## src/hicr_pkg.sv

```systemverilog
// Package for the hub identity and first configuration byte registers.
// Assumes one clock, synchronous active-high reset, byte-wide register port.
package hicr_pkg;

  // ----------------------------------------------------------------
  // Register offsets
  // ----------------------------------------------------------------
  localparam logic [7:0] hicr_ofs_vendor_low   = 8'h00;
  localparam logic [7:0] hicr_ofs_vendor_high  = 8'h01;
  localparam logic [7:0] hicr_ofs_product_low  = 8'h02;
  localparam logic [7:0] hicr_ofs_product_high = 8'h03;
  localparam logic [7:0] hicr_ofs_release_low  = 8'h04;
  localparam logic [7:0] hicr_ofs_release_high = 8'h05;
  localparam logic [7:0] hicr_ofs_config_first = 8'h06;
  localparam int         hicr_reg_count        = 7;

  // ----------------------------------------------------------------
  // Field positions and values after reset
  // ----------------------------------------------------------------
  localparam int         hicr_power_source_bit = 7;
  localparam logic [7:0] hicr_rst_vendor_low   = 8'h00;
  localparam logic [7:0] hicr_rst_vendor_high  = 8'h00;
  localparam logic [7:0] hicr_rst_product_low  = 8'h00;
  localparam logic [7:0] hicr_rst_product_high = 8'h00;
  localparam logic [7:0] hicr_rst_release_low  = 8'h00;
  localparam logic [7:0] hicr_rst_release_high = 8'h00;
  localparam logic [7:0] hicr_rst_config_first = 8'h00;
  localparam logic [7:0] hicr_rd_unmapped      = 8'h00;
  localparam logic [hicr_reg_count*8-1:0] hicr_rst_image =
    {hicr_rst_config_first, hicr_rst_release_high, hicr_rst_release_low,
     hicr_rst_product_high, hicr_rst_product_low, hicr_rst_vendor_high,
     hicr_rst_vendor_low};

  // ----------------------------------------------------------------
  // Carriers
  // ----------------------------------------------------------------
  typedef struct packed {
    logic       valid;
    logic [7:0] addr;
    logic [7:0] data;
  } hicr_wr_type;

  typedef struct packed {
    logic [15:0] vendor_code;
    logic [15:0] product_code;
    logic [15:0] release_number;
    logic        self_powered;
  } hicr_desc_type;

  typedef enum logic [1:0] {
    hicr_src_none   = 2'b00,
    hicr_src_eeprom = 2'b01,
    hicr_src_smbus  = 2'b10
  } hicr_src_type;

endpackage

```

## src/hicr_byte_store.sv

```systemverilog
// Byte store for the identity and configuration registers.
// Assumes the caller resolves write sources; one write per cycle.
`timescale 1ns/1ps
module hicr_byte_store
(
  input  wire logic                                   clock,
  input  wire logic                                   reset,
  input  wire logic                                   wr_en,
  input  wire logic [7:0]                             wr_addr,
  input  wire logic [7:0]                             wr_data,
  input  wire logic [7:0]                             rd_addr,
  output logic      [7:0]                             rd_data_ff,
  output logic      [hicr_pkg::hicr_reg_count*8-1:0]  image_ff
);

  // ----------------------------------------------------------------
  // Storage, one byte per entry
  // ----------------------------------------------------------------
  genvar gi;
  generate
    for (gi = 0; gi < hicr_pkg::hicr_reg_count; gi++)
    begin : g_byte
      always_ff @(posedge clock)
      begin
        if (reset)
          image_ff[gi*8 +: 8] <= hicr_pkg::hicr_rst_image[gi*8 +: 8];
        else if (wr_en && (wr_addr == 8'(gi)))
          image_ff[gi*8 +: 8] <= wr_data;
      end
    end
  endgenerate

  // ----------------------------------------------------------------
  // Registered read port
  // ----------------------------------------------------------------
  logic [7:0] nxt_rd_data;

  always_comb
  begin
    nxt_rd_data = hicr_pkg::hicr_rd_unmapped;
    for (int i = 0; i < hicr_pkg::hicr_reg_count; i++)
    begin
      if (rd_addr == 8'(i))
        nxt_rd_data = image_ff[i*8 +: 8];
    end
  end

  always_ff @(posedge clock)
  begin
    if (reset)
      rd_data_ff <= hicr_pkg::hicr_rd_unmapped;
    else
      rd_data_ff <= nxt_rd_data;
  end

endmodule

```

## src/hicr_regs.sv

```systemverilog
// Hub identity and first configuration byte register bank.
// Assumes byte writes from a configuration EEPROM loader and an SMBus slave,
// a plain SMBus read address, and an asynchronous local supply sense pin.
`timescale 1ns/1ps
module hicr_regs
(
  input  wire logic                  clock,
  input  wire logic                  reset,
  input  wire hicr_pkg::hicr_wr_type eeprom_wr,
  input  wire hicr_pkg::hicr_wr_type smbus_wr,
  input  wire logic [7:0]            smbus_rd_addr,
  output logic [7:0]                 smbus_rd_data_ff,
  input  wire logic                  dyn_power_switch_en,
  input  wire logic                  local_supply_sense,
  output hicr_pkg::hicr_desc_type    desc_ff,
  output logic [7:0]                 config_first_ff,
  output logic [1:0]                 last_src_ff,
  output logic                       wr_ignored_ff
);

  // ----------------------------------------------------------------
  // Write source selection
  // ----------------------------------------------------------------
  // SMBus wins a same-cycle collision: the host is the later authority and
  // an EEPROM load normally finishes before the host is allowed in.
  logic                   sel_en;
  logic [7:0]             sel_addr;
  logic [7:0]             sel_data;
  hicr_pkg::hicr_src_type sel_src;
  logic                   sel_mapped;

  always_comb
  begin
    sel_en   = 1'b0;
    sel_addr = 8'h00;
    sel_data = 8'h00;
    sel_src  = hicr_pkg::hicr_src_none;
    if (smbus_wr.valid)
    begin
      sel_en   = 1'b1;
      sel_addr = smbus_wr.addr;
      sel_data = smbus_wr.data;
      sel_src  = hicr_pkg::hicr_src_smbus;
    end
    else if (eeprom_wr.valid)
    begin
      sel_en   = 1'b1;
      sel_addr = eeprom_wr.addr;
      sel_data = eeprom_wr.data;
      sel_src  = hicr_pkg::hicr_src_eeprom;
    end
  end

  assign sel_mapped = (sel_addr <= hicr_pkg::hicr_ofs_config_first);

  // ----------------------------------------------------------------
  // Storage
  // ----------------------------------------------------------------
  logic [hicr_pkg::hicr_reg_count*8-1:0] image;

  hicr_byte_store u_store
  (
    .clock      (clock),
    .reset      (reset),
    .wr_en      (sel_en && sel_mapped),
    .wr_addr    (sel_addr),
    .wr_data    (sel_data),
    .rd_addr    (smbus_rd_addr),
    .rd_data_ff (smbus_rd_data_ff),
    .image_ff   (image)
  );

  // ----------------------------------------------------------------
  // Write bookkeeping
  // ----------------------------------------------------------------
  // Loser of a collision and unmapped writes are both flagged as ignored.
  // The dropped EEPROM byte is not retried: the loader must not overlap the host.
  logic collision;
  logic unmapped_wr;
  logic nxt_wr_ignored;

  assign collision   = smbus_wr.valid && eeprom_wr.valid;
  assign unmapped_wr = sel_en && !sel_mapped;

  always_comb
  begin
    nxt_wr_ignored = 1'b0;
    if (collision)
      nxt_wr_ignored = 1'b1;
    else if (unmapped_wr)
      nxt_wr_ignored = 1'b1;
  end

  always_ff @(posedge clock)
  begin
    if (reset)
      last_src_ff <= hicr_pkg::hicr_src_none;
    else if (sel_en && sel_mapped)
      last_src_ff <= sel_src;
  end

  always_ff @(posedge clock)
  begin
    if (reset)
      wr_ignored_ff <= 1'b0;
    else
      wr_ignored_ff <= nxt_wr_ignored;
  end

  // ----------------------------------------------------------------
  // Local supply sense synchroniser
  // ----------------------------------------------------------------
  // Pin is asynchronous; accepted only when stages two and three agree.
  logic sense_s1_ff;
  logic sense_s2_ff;
  logic sense_s3_ff;
  logic sense_level_ff;

  always_ff @(posedge clock)
  begin
    if (reset)
    begin
      sense_s1_ff <= 1'b0;
      sense_s2_ff <= 1'b0;
      sense_s3_ff <= 1'b0;
    end
    else
    begin
      sense_s1_ff <= local_supply_sense;
      sense_s2_ff <= sense_s1_ff;
      sense_s3_ff <= sense_s2_ff;
    end
  end

  always_ff @(posedge clock)
  begin
    if (reset)
      sense_level_ff <= 1'b0;
    else if (sense_s2_ff == sense_s3_ff)
      sense_level_ff <= sense_s3_ff;
  end

  // ----------------------------------------------------------------
  // Effective power source
  // ----------------------------------------------------------------
  logic [7:0] cfg_first;
  logic       cfg_self_powered;
  logic       nxt_self_powered;

  assign cfg_first        = image[hicr_pkg::hicr_ofs_config_first*8 +: 8];
  assign cfg_self_powered = cfg_first[hicr_pkg::hicr_power_source_bit];

  // Enable is a same-domain level, not synchronised here
  always_comb
  begin
    nxt_self_powered = cfg_self_powered;
    if (dyn_power_switch_en)
      nxt_self_powered = sense_level_ff;
  end

  // ----------------------------------------------------------------
  // Descriptor view for enumeration
  // ----------------------------------------------------------------
  // One cycle behind the store; enumeration reads far slower than this.
  // High byte at the odd offset; the two bytes are not updated atomically,
  // so a word read between its two writes may be mixed.
  logic [15:0]             vendor_code;
  logic [15:0]             product_code;
  logic [15:0]             release_number;
  hicr_pkg::hicr_desc_type nxt_desc;

  assign vendor_code    = {image[hicr_pkg::hicr_ofs_vendor_high*8 +: 8],
                           image[hicr_pkg::hicr_ofs_vendor_low*8 +: 8]};
  assign product_code   = {image[hicr_pkg::hicr_ofs_product_high*8 +: 8],
                           image[hicr_pkg::hicr_ofs_product_low*8 +: 8]};
  assign release_number = {image[hicr_pkg::hicr_ofs_release_high*8 +: 8],
                           image[hicr_pkg::hicr_ofs_release_low*8 +: 8]};

  always_comb
  begin
    nxt_desc.vendor_code    = vendor_code;
    nxt_desc.product_code   = product_code;
    nxt_desc.release_number = release_number;
    nxt_desc.self_powered   = nxt_self_powered;
  end

  always_ff @(posedge clock)
  begin
    if (reset)
      desc_ff <= '0;
    else
      desc_ff <= nxt_desc;
  end

  always_ff @(posedge clock)
  begin
    if (reset)
      config_first_ff <= hicr_pkg::hicr_rst_config_first;
    else
      config_first_ff <= cfg_first;
  end

endmodule

```

## config.mk

```make
export PLATFORM = sky130hd
export DESIGN_NAME = hicr_regs
export DESIGN_NICKNAME = d
export VERILOG_FILES = /design/src/hicr_pkg.sv /design/src/hicr_byte_store.sv /design/src/hicr_regs.sv
export SDC_FILE = /design/constraint.sdc
export NUM_CORES = 1
export LEC_CHECK = 0
export ABC_AREA = 0
export BUFFER_PORTS_ARGS = -buffer_cell sky130_fd_sc_hd__buf_2
export CORE_UTILIZATION = 55
export CTS_BUF_LIST = sky130_fd_sc_hd__clkbuf_16
export DETAILED_ROUTE_END_ITERATION = 6
export PLACE_DENSITY = 0.82
export SLEW_MARGIN = 5
export SYNTH_ARGS = -nofsm -noshare
export SYNTH_HDL_FRONTEND = slang
export SYNTH_SLANG_ARGS = --single-unit
```

## constraint.sdc

```tcl
create_clock -name clock -period 4.3 [get_ports clock]
set_input_delay 0.215 -clock clock [delete_from_list [all_inputs] [get_ports clock]]
set_output_delay 0.215 -clock clock [all_outputs]
set_load 0.01 [all_outputs]
```

==> summary.md <==
| Metric | Value |
|---|---|
| Die width | `between 90 and 100 um` |
| Final Hold Viols | `0` |
| Worst-Margin Slew | `between 0.7 and 0.8 ns` |
| Met2 wire length | `around 5300 um` |
| Vias in the first global route | `roughly 3.4k` |
| #FFs+latches synth | `128` |
| Row count | `33` |
| Final ANT Viol Nets | `0` |
| CTS Sinks | `128` |
| Largest cells by area after synthesis | `dfxtp_1, mux2_2, nor2b_1, mux4_2, a22oi_1` |
| Worst-skew pair later-pin latency | `just over 0.4 ns` |
| Ys async rst share | `0%` |
| Hold Crit Start | `local_supply_sense` |
| CP Class | `primary input to flop` |
| Tmin final | `1.988 ns` |
| Most common cell after layout, fill and taps aside | `dfxtp_1` |
| Total setup buffers inserted after CTS | `0` |
| PostCTS Resize Cnt | `0` |
| Met3 Routed Length | `616 um` |
| Slew margin rel. | `between 40% and 50%` |
| Final HPWL DP | `7182 um` |
| Share of layout cells above drive strength 1 | `a little over 40%` |
| First-pass GRT wire length | `between 15000 and 20000 um` |
| Largest net degree at the start of global routing | `48` |
| GRT Total Usage | `between 20% and 30%` |
| Area Growth Syn to Fin | `25.07%` |
| WHS | `around 0.011 ns` |
| Antenna cells | `0` |
| Critical Path Start | `smbus_wr[16]` |
| Die Footprint | `0.008812 mm^2` |
| Syn Inst Count | `~400` |
| Setup Skew | `between 0.005 and 0.006 ns` |
| Layout Cells excl Fill | `around 630` |
| Overall via count from detail_route | `between 3k and 4k` |
| Final global-route overflow total | `0` |
| Area leader, netlist | `dfxtp_1` |
| Synth cell types | `about 40` |
| Outcome | `complete, no violations` |
| Yosys warns | `0` |
| CTS tree | `yes` |
| First drt pass iteration count | `5` |
| CORE AREA | `roughly 0.0082 mm^2` |
| H-tree Lvls | `4` |
| Hold crit path type | `primary input to flop` |
| Post-route met1 wirelength | `roughly 4400 um` |
| Fin crit share | `approximately 46%` |
| Top-area cell type share of the netlist area | `55.20%` |
| Final Max Tran Viols | `0` |
| Synthesized cell area | `~0.0046 mm^2` |
| DRC | `0` |
| CTS Buf Count | `17` |
| IO Count | `approximately 110` |
| Final WL | `10610 um` |
| Wire per inst | `16.92 um` |
| Port Buf Inserts | `between 100 and 150` |
| Worst Path Required | `~4.6 ns` |
| Final TNS setup | `0 ns` |
| Most frequent cells in the layout | `dfxtp_1, buf_2, nor2b_1` |
| Crit-path cells | `buf_2 > nor2b_1 > a31oi_4 > nor3_4 > mux2_2` |
| LEAKAGE | `around 2.6 nW` |
| Fin nets | `between 500 and 600` |
| CTS Root Buffer Type | `clkbuf_16` |
| Number of synthesized flops with an enable pin | `0` |
| CP max stage delay | `around 0.63 ns` |
| Max Cap Violations | `0` |
| RSZ-0062 raised after global routing | `no` |
| Antenna violations before repair | `0` |
| Main synth FF type | `dfxtp_1` |
| FF-to-FF Start | `u_store.image_ff[29]` |
| Initial core utilization | `a little under three fifths` |
| Startpoint Class | `primary input` |
| Mapped Avg Cell Area | `11.72 um^2` |
| Post-CTS Hold Buffers | `0` |
| Iteration-0 DRC Markers | `just over 200` |
| Achievable frequency | `503.0 MHz` |
| Via density | `between 5 and 6` |
| CTS clk-pin slew, worst paths | `roughly 0.05 ns` |
| Placed cell count | `a little under 600` |
| Endpoints failing setup | `0` |
| Arr. time, crit path | `approximately 2.3 ns` |
| Die height | `93.87 um` |
| Placer Congestion | `~0.9` |
| PD cells | `450.0 mW/mm^2` |
| Max FO, Critical Path | `26` |
| Top sig layer | `met4` |
| Seq/Total Area, Yosys | `between 50 and 60%` |
| Crit-path slowest cell | `nor2b_1` |
| Syn Nets | `442` |
| CTS Buffer Depth | `2` |
| Maximum VDD drop | `roughly 0.33 mV` |
| Critical path endpoint category | `flop` |
-- power by group --
group | switching (W) | internal (W)
Clock | 0.000511 | 0.000786
Sequential | 0.00000299 | 0.00119
Combinational | 0.0000735 | 0.0000444
Total | 0.000588 | 0.00203
-- state kept, by name (all words and copies together), names as in the netlist --
register            flops
desc_ff                49
sense_s2_ff             1
sense_s1_ff             1
sense_s3_ff             1
u_store.rd_data_ff      8
last_src_ff             2
u_store.image_ff       56
config_first_ff         8
sense_level_ff          1
wr_ignored_ff           1
-- area by class of cell --
class	count	area (um^2)
Clock buffer	17	425.4
Clock inverter	14	117.6
Fill cell	578	2370
Inverter	10	37.54
Multi-Input combinational cell	239	1958
Sequential cell	128	2562
Tap cell	105	131.4
Timing Repair Buffer	114	573.1
-- kinds of logic (layout without fill, tap and decap cells) --
| logic type | count (synthesis) | count (layout) | synth area share (%) |
|---|---|---|---|
| AOI/OAI and AO/OA | 45 | 45 | 7.736 |
| muxes | 66 | 66 | 17.71 |
| and+or+nand+nor | 128 | 128 | 16.74 |
| buffers and inverters | 29 | 155 | 2.614 |
| DFF | 128 | 128 | 55.20 |
-- per-stage QoR --
step	setup slack [ns]	cell area [um^2]	total power, W	util, %
5_1_grt	2.200	5806	0.002688	71.01
3_3_place_gp	2.021	5263	0.001336	64.37
4_1_cts	2.321	5806	0.002624	71.01
2_1_floorplan	2.677	4642	0.001294	-
6_report	2.312	5806	0.002613	71.01
3_5_place_dp	1.922	5263	0.001338	64.37
-- per-layer routing --
metal | vias to the layer above | track usage, %
li1 | 1622 | -
met1 | 1629 | 31.40
met2 | 113 | 43.13
met3 | 21 | 6.634
met4 | 0 | 12.05
met5 | - | 0
-- Yosys cell counts (all sizes together), types with 2 or more instances --
library cell / n
clkbuf: 12
a21oi: 6
mux2: 49
nor4: 3
o2bb2ai: 9
buf: 7
nor2b: 58
mux4: 8
mux2i: 9
inv: 10
nand3: 2
nand2: 5
nor2: 28
o21ai: 6
nand2b: 10
nor3: 13
dfxtp: 128
a31oi: 2
nand4: 2
a22oi: 15
and3b: 2
-- critical path: cells and delay by family --
kind | cells | cell delay, ns
AOI/OAI and AO/OA | 1 | 0.29
and+or+nand+nor | 2 | 1.13
buffers and inverters | 1 | 0.23
muxes | 1 | 0.40
-- worst paths after layout --
kind / cells past startpoint / endpoint / slack, ns
setup / recovery: 5 / u_store.image_ff[28] / 2.31
hold / removal: 2 / sense_s1_ff / 0.01
setup reg to reg: 3 / u_store.rd_data_ff[5] / 3.09
hold reg to reg: 1 / sense_s2_ff / 0.45
Note: power is estimated with default switching activity, not from simulation.
